`config.mk`:
```
export PLATFORM = sky130hd
export DESIGN_NAME = wdc_wakeup_detect
export DESIGN_NICKNAME = d
export VERILOG_FILES = /design/src/design/wdc_pkg.sv /design/src/design/wdc_wakeup_detect.sv
export SDC_FILE = /design/constraint.sdc
export NUM_CORES = 1
export LEC_CHECK = 0
export BUFFER_PORTS_ARGS = -buffer_cell sky130_fd_sc_hd__buf_2
export CAP_MARGIN = 20
export CORE_MARGIN = 10
export CORE_UTILIZATION = 39
export DETAILED_ROUTE_END_ITERATION = 10
export PLACE_DENSITY = 0.55
export REMOVE_ABC_BUFFERS = 1
export SLEW_MARGIN = 20
export SYNTH_ARGS = -nofsm -noshare
export SYNTH_HDL_FRONTEND = slang
export SYNTH_SLANG_ARGS = --single-unit
```
`constraint.sdc`:
```
create_clock -name pclk -period 26.4 [get_ports pclk]
set_clock_uncertainty 0.05 [all_clocks]
set_input_delay 5.28 -clock pclk [delete_from_list [all_inputs] [get_ports pclk]]
set_output_delay 5.28 -clock pclk [all_outputs]
set_load 0.01 [all_outputs]
```
`src/design/wdc_pkg.sv`:
```
// Constants, register map and types of the wake-up detection controller.
// Assumes a 100 MHz APB clock and an 8-bit converter result on that clock.
package wdc_pkg;

  // ==========================================================
  // Timing
  localparam int CLK_PERIOD_NS = 10;
  localparam int CLK_HZ = 100_000_000;
  localparam int RC_HZ = 32_000;
  localparam int FIELD_ON_NS = 20_000;
  localparam int CAP_MEAS_NS = 200_000;
  localparam int FIELD_CYC = (FIELD_ON_NS + CLK_PERIOD_NS - 1) / CLK_PERIOD_NS;
  localparam int CAP_CYC = (CAP_MEAS_NS + CLK_PERIOD_NS - 1) / CLK_PERIOD_NS;
  localparam int RC_DIV = CLK_HZ / RC_HZ;
  localparam int MS_PER_S = 1000;

  // ==========================================================
  // Register indices (byte address is four times the index)
  localparam logic [7:0] IDX_OPCTL = 8'h02;
  localparam logic [7:0] IDX_CSCTL = 8'h2F;
  localparam logic [7:0] IDX_CSDISP = 8'h30;
  localparam logic [7:0] IDX_WTC = 8'h32;
  localparam logic [7:0] IDX_GRP0 = 8'h33;
  localparam logic [7:0] IDX_GRP_END = 8'h3E;
  localparam logic [7:0] IDX_CMD = 8'h40;
  localparam logic [7:0] IDX_IRQ = 8'h41;

  // ==========================================================
  // Fields and reset values
  localparam logic [7:0] OPCTL_WU = 8'h04;
  localparam logic [7:0] CMD_SET_DEFAULT = 8'h01;
  localparam logic [7:0] CMD_CALIBRATE = 8'h02;
  localparam logic [7:0] WTC_RST = 8'h03;
  localparam logic [7:0] CFG_RST = 8'h00;
  localparam logic [7:0] CAL_TARGET = 8'h80;
  localparam int WTC_EN_LSB = 3;
  localparam int CS_CODE_LSB = 3;
  localparam int CAL_BITS = 5;

  // ==========================================================
  // Methods, in the order they run within one detection cycle
  localparam int N_METH = 3;
  localparam logic [1:0] M_AMP = 2'h0;
  localparam logic [1:0] M_PHASE = 2'h1;
  localparam logic [1:0] M_CAP = 2'h2;
  localparam logic [1:0] M_NONE = 2'h3;

  // Per-method configuration register layout
  typedef struct packed {
    logic [3:0] thr;
    logic auto_ref;
    logic include_trigger_in_average;
    logic [1:0] weight_shift;
  } wdc_cfg_type;

  // Analog front-end controls
  typedef struct packed {
    logic antenna_driver_output;
    logic cap_excite_electrode;
    logic [CAL_BITS-1:0] cal_code;
  } wdc_fe_type;

  typedef enum logic [2:0] {
    ST_IDLE = 3'b000,
    ST_WAIT = 3'b001,
    ST_MEAS = 3'b011,
    ST_EVAL = 3'b010,
    ST_CAL = 3'b110,
    ST_CEVAL = 3'b111
  } wdc_state_type;

  // Wake-up period in ms for each select value
  function automatic logic [9:0] period_ms(input logic [2:0] sel);
    case (sel)
      3'h0: period_ms = 10'd10;
      3'h1: period_ms = 10'd20;
      3'h2: period_ms = 10'd50;
      3'h3: period_ms = 10'd100;
      3'h4: period_ms = 10'd200;
      3'h5: period_ms = 10'd300;
      3'h6: period_ms = 10'd400;
      default: period_ms = 10'd800;
    endcase
  endfunction : period_ms

endpackage : wdc_pkg

```
`src/design/wdc_wakeup_detect.sv`:
```
// Wake-up detection sequencer with APB register file.
// Assumes the converter result adc_value is produced on pclk and is
// stable by the end of each measurement window.
//
// What this block does
// - Five-bit code trims sense-to-excite parasitic capacitance, 0.1 pF steps.
// - Code set by host register write or by calibrate command.
// - Calibration status and resulting code readable in display register.
// - Wake-up mode entered when only the wake-up bit is set.
// - Roughly 32 kHz RC tick drives configurable wake-up timer.
// - Capacitive, phase and amplitude methods, each selectable.
// - Each period runs each selected measurement and evaluates it.
// - Interrupt when measurement differs from reference beyond threshold.
// - Period selectable 10 ms to 800 ms, 100 ms after reset.
// - Timer control register picks period and enabled methods.
// - Indices 32h to 3Eh hold wake-up configuration and display.
// - Each method owns four consecutive registers from 33h.
// - First register: threshold, reference source, averaging weight.
// - Then host reference, averaged reference, last result.
// - Reference from auto-averaging or from host register.
// - New reference = old - (old - measured) / weight.
// - Averaging arithmetic is 11-bit signed; stored reference is 10 bits.
// - First measurement after reset or set-default seeds average.
// - Per-method bit includes triggering measurement in average.
// - Field on only about 20 us for phase or amplitude.
// - Capacitance measurement takes about 200 us.
//
// The APB interface to the registers and the address map were decided locally.
`timescale 1ns/1ps

module wdc_wakeup_detect #(
  parameter int CAP_CYC = wdc_pkg::CAP_CYC,
  parameter int RC_DIV = wdc_pkg::RC_DIV
) (
  // Clock and reset
  input wire logic pclk,
  input wire logic presetn,
  // APB slave
  input wire logic psel,
  input wire logic penable,
  input wire logic pwrite,
  input wire logic [11:0] paddr,
  input wire logic [31:0] pwdata,
  output logic [31:0] prdata,
  output logic pready,
  output logic pslverr,
  // Converter result
  input wire logic [7:0] adc_value,
  // Front-end controls, detection status and interrupt
  output wdc_pkg::wdc_fe_type fe,
  output logic wakeup_active,
  output logic wakeup_irq
);

  // ==========================================================
  // State
  wdc_pkg::wdc_state_type st_q, st_d;
  logic [7:0] op_q, op_d;
  logic [7:0] wtc_q, wtc_d;
  logic [7:0] csc_q, csc_d;
  logic [7:0] csd_q, csd_d;
  logic [7:0] cfg_q [wdc_pkg::N_METH];
  logic [7:0] cfg_d [wdc_pkg::N_METH];
  logic [7:0] ref_q [wdc_pkg::N_METH];
  logic [7:0] ref_d [wdc_pkg::N_METH];
  logic [9:0] avg_q [wdc_pkg::N_METH];
  logic [9:0] avg_d [wdc_pkg::N_METH];
  logic [7:0] res_q [wdc_pkg::N_METH];
  logic [7:0] res_d [wdc_pkg::N_METH];
  logic [wdc_pkg::N_METH-1:0] init_q, init_d;
  logic [wdc_pkg::N_METH:0] irq_q, irq_d;
  logic [1:0] meth_q, meth_d;
  logic [15:0] rc_q, rc_d;
  logic [15:0] tick_q, tick_d;
  logic [15:0] mcnt_q, mcnt_d;
  logic [2:0] cbit_q, cbit_d;
  logic [4:0] cwork_q, cwork_d;
  logic cal_src_q, cal_src_d;
  logic [31:0] rdata_q, rdata_d;
  logic err_q, err_d;

  // ==========================================================
  // Decode helpers
  logic [7:0] idx;
  logic setup, access, wr, rd_irq, wu_req, rc_tick;
  logic in_grp;
  logic [7:0] grp_off;
  logic [1:0] grp_m;
  logic [1:0] grp_r;
  logic [2:0] meth_en;
  logic [15:0] period_ticks;

  assign idx = paddr[9:2];
  assign setup = psel && !penable;
  assign access = psel && penable;
  assign wr = access && pwrite;
  assign rd_irq = access && !pwrite && idx == wdc_pkg::IDX_IRQ;
  assign in_grp = idx >= wdc_pkg::IDX_GRP0 &&
                  idx <= wdc_pkg::IDX_GRP_END;
  assign grp_off = idx - wdc_pkg::IDX_GRP0;
  assign grp_m = grp_off[3:2];
  assign grp_r = grp_off[1:0];
  assign wu_req = op_q == wdc_pkg::OPCTL_WU;
  assign meth_en = wtc_q[wdc_pkg::WTC_EN_LSB +: 3];
  assign rc_tick = rc_q == 16'(RC_DIV - 1);
  // Period in RC ticks; the 32 kHz tolerance carries into the period
  assign period_ticks = 16'(32'(wdc_pkg::period_ms(wtc_q[2:0])) *
                        wdc_pkg::RC_HZ / wdc_pkg::MS_PER_S);

  // First enabled method at or after a given position
  function automatic logic [1:0] next_meth(input logic [2:0] en,
                                           input logic [2:0] from);
    next_meth = wdc_pkg::M_NONE;
    for (int i = wdc_pkg::N_METH - 1; i >= 0; i--) begin
      if (en[i] && 3'(i) >= from) begin
        next_meth = 2'(i);
      end
    end
  endfunction : next_meth

  // ==========================================================
  // Evaluation of the current method
  wdc_pkg::wdc_cfg_type cur_cfg;
  logic [7:0] cur_ref, meas, absdiff;
  logic trig;
  logic signed [10:0] dd, step;
  logic [10:0] avg_new;

  always_comb begin
    cur_cfg = wdc_pkg::wdc_cfg_type'(cfg_q[meth_q]);
    meas = res_q[meth_q];
    cur_ref = cur_cfg.auto_ref ? avg_q[meth_q][9:2] : ref_q[meth_q];
    absdiff = meas > cur_ref ? meas - cur_ref : cur_ref - meas;
    // With auto-averaging a seeding measurement is its own reference, so it cannot trigger
    trig = absdiff > {4'h0, cur_cfg.thr} &&
           (init_q[meth_q] || !cur_cfg.auto_ref);
    // Difference stays within old and new, so no overflow in 11 bits
    dd = $signed({1'b0, avg_q[meth_q]}) - $signed({1'b0, meas, 2'b00});
    step = dd >>> cur_cfg.weight_shift;
    avg_new = 11'($signed({1'b0, avg_q[meth_q]}) - step);
  end

  // ==========================================================
  // Next-state logic for registers and sequencer
  always_comb begin
    st_d = st_q;
    op_d = op_q;
    wtc_d = wtc_q;
    csc_d = csc_q;
    csd_d = csd_q;
    cfg_d = cfg_q;
    ref_d = ref_q;
    avg_d = avg_q;
    res_d = res_q;
    init_d = init_q;
    irq_d = irq_q;
    meth_d = meth_q;
    rc_d = rc_tick ? 16'h0000 : rc_q + 16'h0001;
    tick_d = tick_q;
    mcnt_d = mcnt_q;
    cbit_d = cbit_q;
    cwork_d = cwork_q;
    cal_src_d = cal_src_q;
    rdata_d = rdata_q;
    err_d = err_q;

    // Read data and error are latched in setup so they come from flops
    if (setup) begin
      rdata_d = 32'h0000_0000;
      err_d = 1'b0;
      if (in_grp) begin
        case (grp_r)
          2'h0: rdata_d[7:0] = cfg_q[grp_m];
          2'h1: rdata_d[7:0] = ref_q[grp_m];
          2'h2: rdata_d[7:0] = avg_q[grp_m][9:2];
          default: rdata_d[7:0] = res_q[grp_m];
        endcase
      end else begin
        case (idx)
          wdc_pkg::IDX_OPCTL: rdata_d[7:0] = op_q;
          wdc_pkg::IDX_CSCTL: rdata_d[7:0] = csc_q;
          wdc_pkg::IDX_CSDISP: rdata_d[7:0] = csd_q;
          wdc_pkg::IDX_WTC: rdata_d[7:0] = wtc_q;
          wdc_pkg::IDX_CMD: rdata_d = 32'h0000_0000;
          wdc_pkg::IDX_IRQ: rdata_d[wdc_pkg::N_METH:0] = irq_q;
          default: err_d = 1'b1;
        endcase
      end
    end

    // Register writes; host keeps config still while mode is active
    if (wr && !err_q) begin
      if (in_grp) begin
        case (grp_r)
          2'h0: cfg_d[grp_m] = pwdata[7:0];
          2'h1: ref_d[grp_m] = pwdata[7:0];
          default: ;
        endcase
      end else begin
        case (idx)
          wdc_pkg::IDX_OPCTL: op_d = pwdata[7:0];
          wdc_pkg::IDX_CSCTL: begin
            csc_d = pwdata[7:0];
            cal_src_d = 1'b0;
          end
          wdc_pkg::IDX_WTC: wtc_d = pwdata[7:0];
          wdc_pkg::IDX_CMD: begin
            if (pwdata[7:0] == wdc_pkg::CMD_SET_DEFAULT) begin
              init_d = '0;
              wtc_d = wdc_pkg::WTC_RST;
              for (int i = 0; i < wdc_pkg::N_METH; i++) begin
                cfg_d[i] = wdc_pkg::CFG_RST;
              end
            end
            // Calibration runs only outside wake-up mode
            if (pwdata[7:0] == wdc_pkg::CMD_CALIBRATE &&
                st_q == wdc_pkg::ST_IDLE && !wu_req) begin
              st_d = wdc_pkg::ST_CAL;
              cbit_d = 3'(wdc_pkg::CAL_BITS - 1);
              cwork_d = 5'h10;
              mcnt_d = 16'h0000;
              csd_d = 8'h00;
            end
          end
          default: ;
        endcase
      end
    end

    // Reading the status clears it
    if (rd_irq) begin
      irq_d = '0;
    end

    // Sequencer
    case (st_q)
      wdc_pkg::ST_IDLE: begin
        if (wu_req) begin
          st_d = wdc_pkg::ST_WAIT;
          tick_d = 16'h0000;
        end
      end
      wdc_pkg::ST_WAIT: begin
        if (rc_tick) begin
          tick_d = tick_q + 16'h0001;
        end
        if (rc_tick && tick_q + 16'h0001 >= period_ticks) begin
          tick_d = 16'h0000;
          if (next_meth(meth_en, 3'h0) != wdc_pkg::M_NONE) begin
            meth_d = next_meth(meth_en, 3'h0);
            st_d = wdc_pkg::ST_MEAS;
            mcnt_d = 16'h0000;
          end
        end
      end
      wdc_pkg::ST_MEAS: begin
        mcnt_d = mcnt_q + 16'h0001;
        if ((meth_q == wdc_pkg::M_CAP &&
             mcnt_q == 16'(CAP_CYC - 1)) ||
            (meth_q != wdc_pkg::M_CAP &&
             mcnt_q == 16'(wdc_pkg::FIELD_CYC - 1))) begin
          res_d[meth_q] = adc_value;
          st_d = wdc_pkg::ST_EVAL;
        end
      end
      wdc_pkg::ST_EVAL: begin
        if (!init_q[meth_q]) begin
          avg_d[meth_q] = {meas, 2'b00};
          init_d[meth_q] = 1'b1;
        end else if (!trig || cur_cfg.include_trigger_in_average) begin
          avg_d[meth_q] = avg_new[9:0];
        end
        if (trig) begin
          irq_d[meth_q] = 1'b1;
        end
        mcnt_d = 16'h0000;
        if (next_meth(meth_en, 3'(meth_q) + 3'h1) == wdc_pkg::M_NONE) begin
          st_d = wdc_pkg::ST_WAIT;
        end else begin
          meth_d = next_meth(meth_en, 3'(meth_q) + 3'h1);
          st_d = wdc_pkg::ST_MEAS;
        end
      end
      wdc_pkg::ST_CAL: begin
        mcnt_d = mcnt_q + 16'h0001;
        if (mcnt_q == 16'(CAP_CYC - 1)) begin
          st_d = wdc_pkg::ST_CEVAL;
        end
      end
      wdc_pkg::ST_CEVAL: begin
        // Successive approximation: keep a bit unless the reading is below target
        if (adc_value < wdc_pkg::CAL_TARGET) begin
          cwork_d[cbit_q] = 1'b0;
        end
        mcnt_d = 16'h0000;
        if (cbit_q == 3'h0) begin
          st_d = wdc_pkg::ST_IDLE;
          cal_src_d = 1'b1;
          csd_d = {cwork_d, 1'b0, adc_value > wdc_pkg::CAL_TARGET,
                   1'b1};
          irq_d[wdc_pkg::N_METH] = 1'b1;
        end else begin
          cbit_d = cbit_q - 3'h1;
          cwork_d[cbit_q - 3'h1] = 1'b1;
          st_d = wdc_pkg::ST_CAL;
        end
      end
      default: st_d = wdc_pkg::ST_IDLE;
    endcase

    // Leaving wake-up mode drops any cycle in progress
    if (!wu_req && (st_q == wdc_pkg::ST_WAIT || st_q == wdc_pkg::ST_MEAS ||
                    st_q == wdc_pkg::ST_EVAL)) begin
      st_d = wdc_pkg::ST_IDLE;
    end
  end

  // ==========================================================
  // Register stage
  always_ff @(posedge pclk or negedge presetn) begin
    if (!presetn) begin
      st_q <= wdc_pkg::ST_IDLE;
      op_q <= 8'h00;
      wtc_q <= wdc_pkg::WTC_RST;
      csc_q <= 8'h00;
      csd_q <= 8'h00;
      for (int i = 0; i < wdc_pkg::N_METH; i++) begin
        cfg_q[i] <= wdc_pkg::CFG_RST;
        ref_q[i] <= 8'h00;
        avg_q[i] <= 10'h000;
        res_q[i] <= 8'h00;
      end
      init_q <= '0;
      irq_q <= '0;
      meth_q <= wdc_pkg::M_AMP;
      rc_q <= 16'h0000;
      tick_q <= 16'h0000;
      mcnt_q <= 16'h0000;
      cbit_q <= 3'h0;
      cwork_q <= 5'h00;
      cal_src_q <= 1'b0;
      rdata_q <= 32'h0000_0000;
      err_q <= 1'b0;
    end else begin
      st_q <= st_d;
      op_q <= op_d;
      wtc_q <= wtc_d;
      csc_q <= csc_d;
      csd_q <= csd_d;
      cfg_q <= cfg_d;
      ref_q <= ref_d;
      avg_q <= avg_d;
      res_q <= res_d;
      init_q <= init_d;
      irq_q <= irq_d;
      meth_q <= meth_d;
      rc_q <= rc_d;
      tick_q <= tick_d;
      mcnt_q <= mcnt_d;
      cbit_q <= cbit_d;
      cwork_q <= cwork_d;
      cal_src_q <= cal_src_d;
      rdata_q <= rdata_d;
      err_q <= err_d;
    end
  end

  // ==========================================================
  // Outputs
  assign pready = access; // One access cycle, read data already held
  assign prdata = rdata_q;
  assign pslverr = access && err_q;
  assign wakeup_active = st_q == wdc_pkg::ST_WAIT ||
                         st_q == wdc_pkg::ST_MEAS ||
                         st_q == wdc_pkg::ST_EVAL;
  assign wakeup_irq = |irq_q;

  // Field only in phase/amplitude windows; electrode held while trimming
  always_comb begin
    fe.antenna_driver_output = st_q == wdc_pkg::ST_MEAS &&
                               meth_q != wdc_pkg::M_CAP;
    fe.cap_excite_electrode = st_q == wdc_pkg::ST_CAL ||
                              st_q == wdc_pkg::ST_CEVAL ||
                              (st_q == wdc_pkg::ST_MEAS &&
                               meth_q == wdc_pkg::M_CAP);
    if (st_q == wdc_pkg::ST_CAL || st_q == wdc_pkg::ST_CEVAL) begin
      fe.cal_code = cwork_q;
    end else if (cal_src_q) begin
      fe.cal_code = csd_q[wdc_pkg::CS_CODE_LSB +: wdc_pkg::CAL_BITS];
    end else begin
      fe.cal_code = csc_q[wdc_pkg::CS_CODE_LSB +: wdc_pkg::CAL_BITS];
    end
  end

endmodule : wdc_wakeup_detect

```
Word-level counts from Yosys, hierarchy flattened
Index checks and enable logic that the tools add are counted.
{"block": "word_totals", "wordCells": 302, "reg_bits": 212, "output_inout_bits": 43, "input_bits": 57}
{"block": "classes", "div_mod_pow": 1, "eq_ne": 37, "n_bitwise": 8, "reduce_logical": 60, "mux": 136, "magnitude_cmp": 20, "add_sub_neg": 10, "multipliers": 1, "shifts": 1}
{"cell": "2-to-1 mux 8 bit", "n": 24}
{"cell": "2-to-1 mux 16 bit", "n": 10}
{"cell": "binary-select mux 8 bit (select 2 bit)", "n": 6}
{"cell": "2-to-1 mux 24 bit", "n": 4}
{"cell": "bitwise mux 24 bit", "n": 3}
{"cell": "2-to-1 mux 3 bit", "n": 24}
{"cell": "one-hot mux 10 bit (7 select lines)", "n": 1}
{"cell": "bitwise mux 30 bit", "n": 2}
{"cell": "2-to-1 mux 30 bit", "n": 2}
{"cell": "2-to-1 mux 10 bit", "n": 5}
{"cell": "2-to-1 mux 5 bit", "n": 10}
{"cell": "adder 16 x 1 -> 16 bit (second input constant)", "n": 3}
{"cell": "one-hot mux 16 bit (3 select lines)", "n": 1}
{"cell": "binary-select mux 10 bit (select 2 bit)", "n": 2}
{"cell": "demux 8 bit (select 2 bit)", "n": 2}
{"cell": "divider 25 x 10 -> 32 bit (second input constant)", "n": 1}
{"cell": "one-hot mux 16 bit (2 select lines)", "n": 1}
{"cell": "logical AND 1 bit", "n": 25}
{"cell": "equality test 8 x 6 -> 1 bit (second input constant)", "n": 3}
{"cell": "one-hot mux 8 bit (3 select lines)", "n": 1}
{"cell": "2-to-1 mux 2 bit", "n": 11}
{"cell": "demux 10 bit (select 2 bit)", "n": 1}
{"cell": "one-hot mux 4 bit (5 select lines)", "n": 1}
{"cell": "one-hot mux 3 bit (6 select lines)", "n": 1}
{"cell": "65 further kinds", "n": 130}

Logic depth before layout (Yosys ltp)
Gate-level depths: netlist of the first run.
{"block": "depth", "word_depth": 13, "mapped_depth": 123, "ltp_nobuf": 110}

Least setup slack after synthesis of the first run
Ideal clock, no wire load.
{"block": "synth_timing", "kind": "flip-flop to flip-flop", "from": "reg wtc_q[1]", "to": "reg mcnt_q[4]", "setup_time_ns": 0.095, "t_arrival_ns": 23.020, "stages_incl_launch_ff": 117, "synth_period_minus_slack_ns": 23.166, "slack_ns": 3.234, "path_buffers": 13, "path_cell_list": "dfstp_2 buf_2 inv_1 ha_1 a21oi_1 a21o_1 fa_1 fa_1 xor2_1 xnor2_1 fa_1 ha_1 buf_2 nor2_1 a211oi_1 o221a_2 nor3_2 or4_1 [... 81 more ...] a21oi_1 nor2b_1 o21ai_0 nand2b_1 a21oi_1 nor2b_1 o21ai_0 nand2b_1 a21oi_1 nor2b_1 o21ai_0 nand2b_1 a21oi_1 a211oi_1 nor3_1 clkbuf_1 o21ai_0 o31ai_1"}
{"block": "synth_via", "elab_chain_len": 8}
{"element": "start, declared", "line_no": "wdc_wakeup_detect.sv:59", "text": "logic [7:0] wtc_q, wtc_d;"}
{"element": "start signal, assigned", "line_no": "wdc_wakeup_detect.sv:324", "text": "wtc_q <= wdc_pkg::WTC_RST;"}
{"element": "start signal, assigned", "line_no": "wdc_wakeup_detect.sv:347", "text": "wtc_q <= wtc_d;"}
{"element": "equality test 3 bit, or another cell as far along", "line_no": "wdc_pkg.sv:74", "text": "case (sel)"}
{"element": "one-hot mux 10 bit (7 select lines) *", "line_no": "wdc_pkg.sv:74"}
{"element": "multiplier 10 x 7 -> 17 bit *", "line_no": "wdc_wakeup_detect.sv:107", "text": "assign period_ticks = 16'(32'(wdc_pkg::period_ms(wtc_q[2:0])) *"}
{"element": "divider 25 x 10 -> 32 bit *", "line_no": "wdc_wakeup_detect.sv:108", "text": "wdc_pkg::RC_HZ / wdc_pkg::MS_PER_S);"}
{"element": ">= comparator 16 bit *", "line_no": "wdc_wakeup_detect.sv:247", "text": "if (rc_tick && tick_q + 16'h0001 >= period_ticks) begin"}
{"element": "logical AND 1 bit *", "line_no": "wdc_wakeup_detect.sv:247"}
{"element": "2-to-1 mux 16 bit *", "line_no": "wdc_wakeup_detect.sv:247"}
{"element": "one-hot mux 16 bit (3 select lines) *", "line_no": "wdc_wakeup_detect.sv:236", "text": "case (st_q)"}
{"element": "via mcnt_d[4]", "line_no": "wdc_wakeup_detect.sv:75", "text": "logic [15:0] mcnt_q, mcnt_d;"}
{"element": "end signal, assigned", "line_no": "wdc_wakeup_detect.sv:359", "text": "mcnt_q <= mcnt_d;"}
{"element": "end, declared", "line_no": "wdc_wakeup_detect.sv:75"}
The timed path passes the listed nets; every way through them passes the cells marked *.
A chain may end at the register's enable or synchronous reset.

Final worst setup path of the first run
{"block": "layout_timing", "from": "reg wtc_q[1]", "to": "reg mcnt_q[2]"}
The elaborated chain is that of the path after synthesis.

==> impl_metrics.ini, run 1 <==
[sta]
tightest_slew_ps = 1110
max_freq_mhz = 40.8
relSlewSlack_pct = 25.7
min_period_over_period_pct = 92.8
hold_viol_final = 0
fin_crit_ps = 24500
setup_tns_ps = 0
setup_ws_ps = 1900
setup_viol = 0
drv_slew = 0

[floorplanning]
io_pins = 100
coreArea_mm2 = 0.0589
rows = 89
fp.dieH_um = 264
start_util_pct = 39.4
die_area_mm2 = 0.0696
die-width_um = 264

[detailed_routing]
wire_per_inst_um = 20.9
drc = 0
vias_per_cell = 6.13
drt-total-wl_um = 77500
drt-initial-drc-count = 1740
vias = 22700
first_pass_iters = 5
final_antenna_net_count = 0

[logic_synthesis]
yosysSeqAreaShare_pct = 22.9
synth_most_common_cell = nand2_1
netlist_area_mm2 = 0.0232
synth_cell_types = 125
yosys_warnings = 0
syn_area_per_cell_um2 = 8.13
synthTopCellsByCount = nand2_1, nor2_1, dfrtp_1
synth_flop_cell = dfrtp_1
netlist.area_leader.share_pct = 22.7
synth.area.top_cells = dfrtp_1, mux2_2, ha_1, nand2_1, mux2i_1
synth_edf_count = 0
ys_ff_latch = 212
async_flop_share_pct = 100
syn_inst = 2853
yosys.area.top_type = dfrtp_1

[clock_tree]
cts-root-buf = clkbuf_16
htree_num_levels = 1
clock_latency_ps = 560
cts_inserted_buffers = 24
clock_sinks = 212
clk_pin_slew_ps = 70
cts_hold_buffers = 0
clockBufferDepth = 3
cts_tree = built

[global_route]
grt_pass1_vias = 22000
grt.total_usage_pct = 21.2
grt_max_degree = 78
grt_pass1_wl_um = 124000
gr-total-overflow = 0
antenna_found_initial = 0

[setup_path]
ff2ff_path_depth = 103
r2r_setup_slack_ps = 1900
r2r_end = mcnt_q[2]$_DFF_PN0_
cp-start-kind = flip-flop
rr_startpoint = wtc_q[1]$_DFFE_PN1P_
cp_slowest_cell = dfstp_2
path_buf_inv = 9
cp.required_ps = 26820
max_stage_delay_ps = 770
crit_top_cell = a21oi_1
crit_family = compound AO/OA/AOI/OAI gates
cp-end-kind = flip-flop
cp_max_fo = 17
path_class = flip-flop to flip-flop
arrival_ps = 24920

[layout]
diodes = 0
syn_to_final_growth_pct = 10.6
layout.cells.non_filler = 3710
fill_cells = 5933
final_net_count = 3108
layout-drive-gt1-share_pct = 15.2

[place]
dp_slack_ps = 1080
gp_congestion = 0.895
place_inst = 3669
place_hpwl_um = 58500
port_buffers = 47

[worst_hold_path]
hp-class = flip-flop to flip-flop
hold_depth = 1
hold_end = rc_q[15]$_DFF_PN0_
hp-start = rc_q[15]$_DFF_PN0_

[outcome]
run_status = complete, no violations

[job]
cap_violations = 0
-- logic make-up after synthesis --
family,after synthesis,synth area share [%]
AND/OR/NAND/NOR,1032,23.0
multiplexers,220,10.2
XOR/XNOR,141,5.60
flip-flops,212,22.9
AO/OA/AOI/OAI,858,26.0
adder cells (fa/ha/maj),126,7.38
other,1,0.0162
buffers and inverters,263,4.94
-- area by class of cell --
cell class	instances	area [um^2]	share of cell area [%]
Clock buffer	32	641	2.50
Tap cell	773	967	3.77
Sequential cell	212	5310	20.7
Clock inverter	6	86.3	0.337
Inverter	106	403	1.57
Timing Repair Buffer	180	1260	4.90
Multi-Input combinational cell	2401	17000	66.2
-- what timing repair did --
action,CTS,global route
resized for setup,0,21
setup endpoints to repair,0,35
buffers inserted,0,3
-- worst reg2reg max path: cells and delay by family, from the launching register on --
kind / cells / cell delay [ps]
muxes: 1 / 280
adders and majority gates: 10 / 3580
and+or+nand+nor: 39 / 8490
DFF: 1 / 770
xor gates and xnor gates: 4 / 990
buffers and inverters: 9 / 1620
AOI/OAI and AO/OA: 40 / 8620
-- flip-flops by register name (all words and copies together), names as in the netlist, 2 cells and up --
| name | count |
|---|---|
| avg_q | 30 |
| irq_q | 4 |
| ref_q | 24 |
| tick_q | 16 |
| meth_q | 2 |
| cfg_q | 24 |
| cwork_q | 5 |
| mcnt_q | 16 |
| init_q | 3 |
| csc_q | 8 |
| op_q | 8 |
| cbit_q | 3 |
| res_q | 24 |
| rc_q | 16 |
| csd_q | 8 |
| wtc_q | 8 |
| st_q | 3 |
| prdata | 8 |
-- layout by cell type, fill, tap and decap left out, drive strengths merged, types with 21 or more instances in the layout --
cell,count
nand2b,47
ha,108
inv,104
conb,24
and2,33
nor2,236
nand4,36
dfrtp,210
or3,30
mux2i,96
a221oi,21
a211oi,31
nor3,87
nand2,261
a22o,33
o31ai,28
o21ai,205
o2111ai,28
xnor2,95
xor2,45
buf,180
and3,36
a21o,44
clkbuf,32
a21oi,174
nor4,31
o211ai,23
nor2b,42
nand3,98
a31oi,41
mux2,124
-- how the worst max path moves through the flow --
stage | start | endpoint | slack, ps | cells past startpoint
finish | wtc_q[1]$_DFFE_PN1P_ | mcnt_q[2]$_DFF_PN0_ | 1900 | 103
global route | wtc_q[1]$_DFFE_PN1P_ | mcnt_q[5]$_DFF_PN0_ | -30 | 107
CTS | wtc_q[1]$_DFFE_PN1P_ | mcnt_q[6]$_DFF_PN0_ | 940 | 107
detailed placement | wtc_q[1]$_DFFE_PN1P_ | mcnt_q[6]$_DFF_PN0_ | 1080 | 107
global placement | wtc_q[1]$_DFFE_PN1P_ | mcnt_q[8]$_DFF_PN0_ | 1140 | 107
floorplan | wtc_q[1]$_DFFE_PN1P_ | mcnt_q[4]$_DFF_PN0_ | 1220 | 104
-- metrics by stage --
step	hold WS (ps)	area (um^2)	utilization, %
6_report	424	25600	43.5
5_1_grt	459	25600	43.5
4_1_cts	429	25500	43.3
3_3_place_gp	414	24800	42.0
2_1_floorplan	392	22500	-
3_5_place_dp	417	24800	42.0
-- layer usage --
metal	track usage (%)	up-vias	routed length (um)
met5	0	-	0
met4	4.93	0	1700
met3	2.26	99	4130
met2	34.9	733	35900
met1	29.3	11100	35800
li1	-	10800	-
Power of run 1 is left out: the tool's default activity adds up to more than one toggle a clock period on the data nets, which glitch-free logic cannot reach.
==> run 2, diff against run 1 <==
--- a/config.mk
+++ b/config.mk
@@ -11,7 +11,9 @@
 export CORE_UTILIZATION = 39
 export DETAILED_ROUTE_END_ITERATION = 10
 export PLACE_DENSITY = 0.55
+export RECOVER_POWER = 100
 export REMOVE_ABC_BUFFERS = 1
+export SKIP_CTS_REPAIR_TIMING = 1
 export SLEW_MARGIN = 20
 export SYNTH_ARGS = -nofsm -noshare
 export SYNTH_HDL_FRONTEND = slang
==> constraint.sdc (replaced) <==
create_clock -name pclk -period 27 [get_ports pclk]
set_clock_uncertainty 0.05 [all_clocks]
set_input_delay 5.4 -clock pclk [delete_from_list [all_inputs] [get_ports pclk]]
set_output_delay 5.4 -clock pclk [all_outputs]
set_load 0.01 [all_outputs]
==> impl_metrics.ini, run 2 (same netlist as run 1, synthesis figures left out) <==
[outcome]
run_status = finished, violations left
violations = max-capacitance violations, max-slew violations

[layout]
largest-register = avg_q
final_net_count = 3063
postLayoutCoreUtil_pct = 43.0
final_common_cell = nand2_1
layout-drive-gt1-share_pct = 12.8
syn_to_final_growth_pct = 9.22
largest_reg_flops = 30
final_cell_mix = nand2_1, nor2_1, dfrtp_1
diodes = 0

[detailed_routing]
drt-initial-drc-count = 1988
route.met2.wl_um = 36000
drt-total-wl_um = 77600
first_pass_iters = 6
routed.top_layer = met4
vias = 22700
wire_per_inst_um = 21.1
final_antenna_net_count = 0
drc = 0
vias_per_cell = 6.17
wl_met3_um = 3830
drt-met1-wl_um = 36400

[setup_path]
cp_max_fo = 17
cp.required_ps = 27420
path_class = flip-flop to flip-flop
cp_slowest_cell = dfstp_2
cp-start-kind = flip-flop
arrival_ps = 25600
max_stage_delay_ps = 760
cp-end-kind = flip-flop

[sta]
relSlewSlack_pct = -242
hold_viol_final = 0
max_freq_mhz = 39.7
setup_viol = 0
min_period_over_period_pct = 93.3
fin_crit_ps = 25180
drv_slew = 353
holdWs_ps = 433
tightest_slew_ps = 5120

[clock_tree]
cts_inserted_buffers = 24
clockBufferDepth = 3
clk_pin_slew_ps = 60
clock_latency_ps = 570
cts_tree = built
cts-root-buf = clkbuf_16
clock_sinks = 212
htree_num_levels = 1

[place]
gp_congestion = 0.952
place_hpwl_um = 58500
port_buffers = 47

[floorplanning]
coreArea_mm2 = 0.0589
die-width_um = 264
rows = 89
die_area_mm2 = 0.0696
io_pins = 100
start_util_pct = 39.4
fp.dieH_um = 264

[worst_hold_path]
hp-class = flip-flop to flip-flop

[global_route]
gr-total-overflow = 0
antenna_found_initial = 1
grt_pass1_wl_um = 123000
grt_max_degree = 90
grt.total_usage_pct = 21.0
grt_pass1_vias = 22000

[job]
cap_violations = 7
run 2: changes by cell type in the layout (fill, tap and decap cells not counted), moves of 2 or more:
cell / delta
o21ai_0: +4
nor2_2: -2
o21ai_1: -4
clkbuf_1: +30
nor2_1: +2
buf_4: -53
nor3_2: -2
nor4_1: +2
clkbuf_8: +6
clkinv_2: +3
nor3_1: +2
buf_2: -27
run 2: worst paths after layout:
| path | from | to | slack, ps | depth (start not counted) |
|---|---|---|---|---|
| setup / recovery | wtc_q[1]$_DFFE_PN1P_ | mcnt_q[11]$_DFF_PN0_ | 1820 | 106 |
| hold / removal | mcnt_q[15]$_DFF_PN0_ | mcnt_q[15]$_DFF_PN0_ | 430 | 1 |
| setup reg to reg | wtc_q[1]$_DFFE_PN1P_ | mcnt_q[11]$_DFF_PN0_ | 1820 | 106 |
| hold reg to reg | mcnt_q[15]$_DFF_PN0_ | mcnt_q[15]$_DFF_PN0_ | 430 | 1 |
| max in group asynchronous | presetn | op_q[4]$_DFFE_PN0P_ | 12570 | 3 |
| min in group asynchronous | presetn | mcnt_q[15]$_DFF_PN0_ | 6670 | 1 |
run 2: worst max-delay path, delay by kind of cell, from the launching register on:
kind	cells	cell delay, ps
AOI/OAI and AO/OA	36	7930
muxes	2	710
buffers and inverters	9	1670
DFF	1	760
adders and majority gates	11	3890
xor gates and xnor gates	4	1120
and+or+nand+nor	44	8890
run 2: cell type report:
cell class              instances  area (um^2)
clock buffers                  31          697
inverters                     106          403
clock inverters                12          148
repair buffers                135          827
well taps                     773          967
multi-input cells            2401        17000
flip-flops and latches        212         5310
fillers                      5983        33600
run 2: metrics by stage:
stage	cell area (um^2)	TNS, ps	worst slack, ps	instances
floorplan	22500	0	1820	2719
global placement	24400	0	1430	3625
detailed placement	24400	0	1380	3625
CTS	25300	0	1160	3668
global route	25300	-249	-62.3	3670
finish	25300	0	1820	3670
run 2: per-layer routing:
layer / vias to the layer above / GRT usage (%)
li1: 10700 / -
met1: 11100 / 29.2
met2: 693 / 35.0
met3: 99 / 1.56
met4: 0 / 4.11
met5: - / 0
Power of run 2 is left out for the same reason.
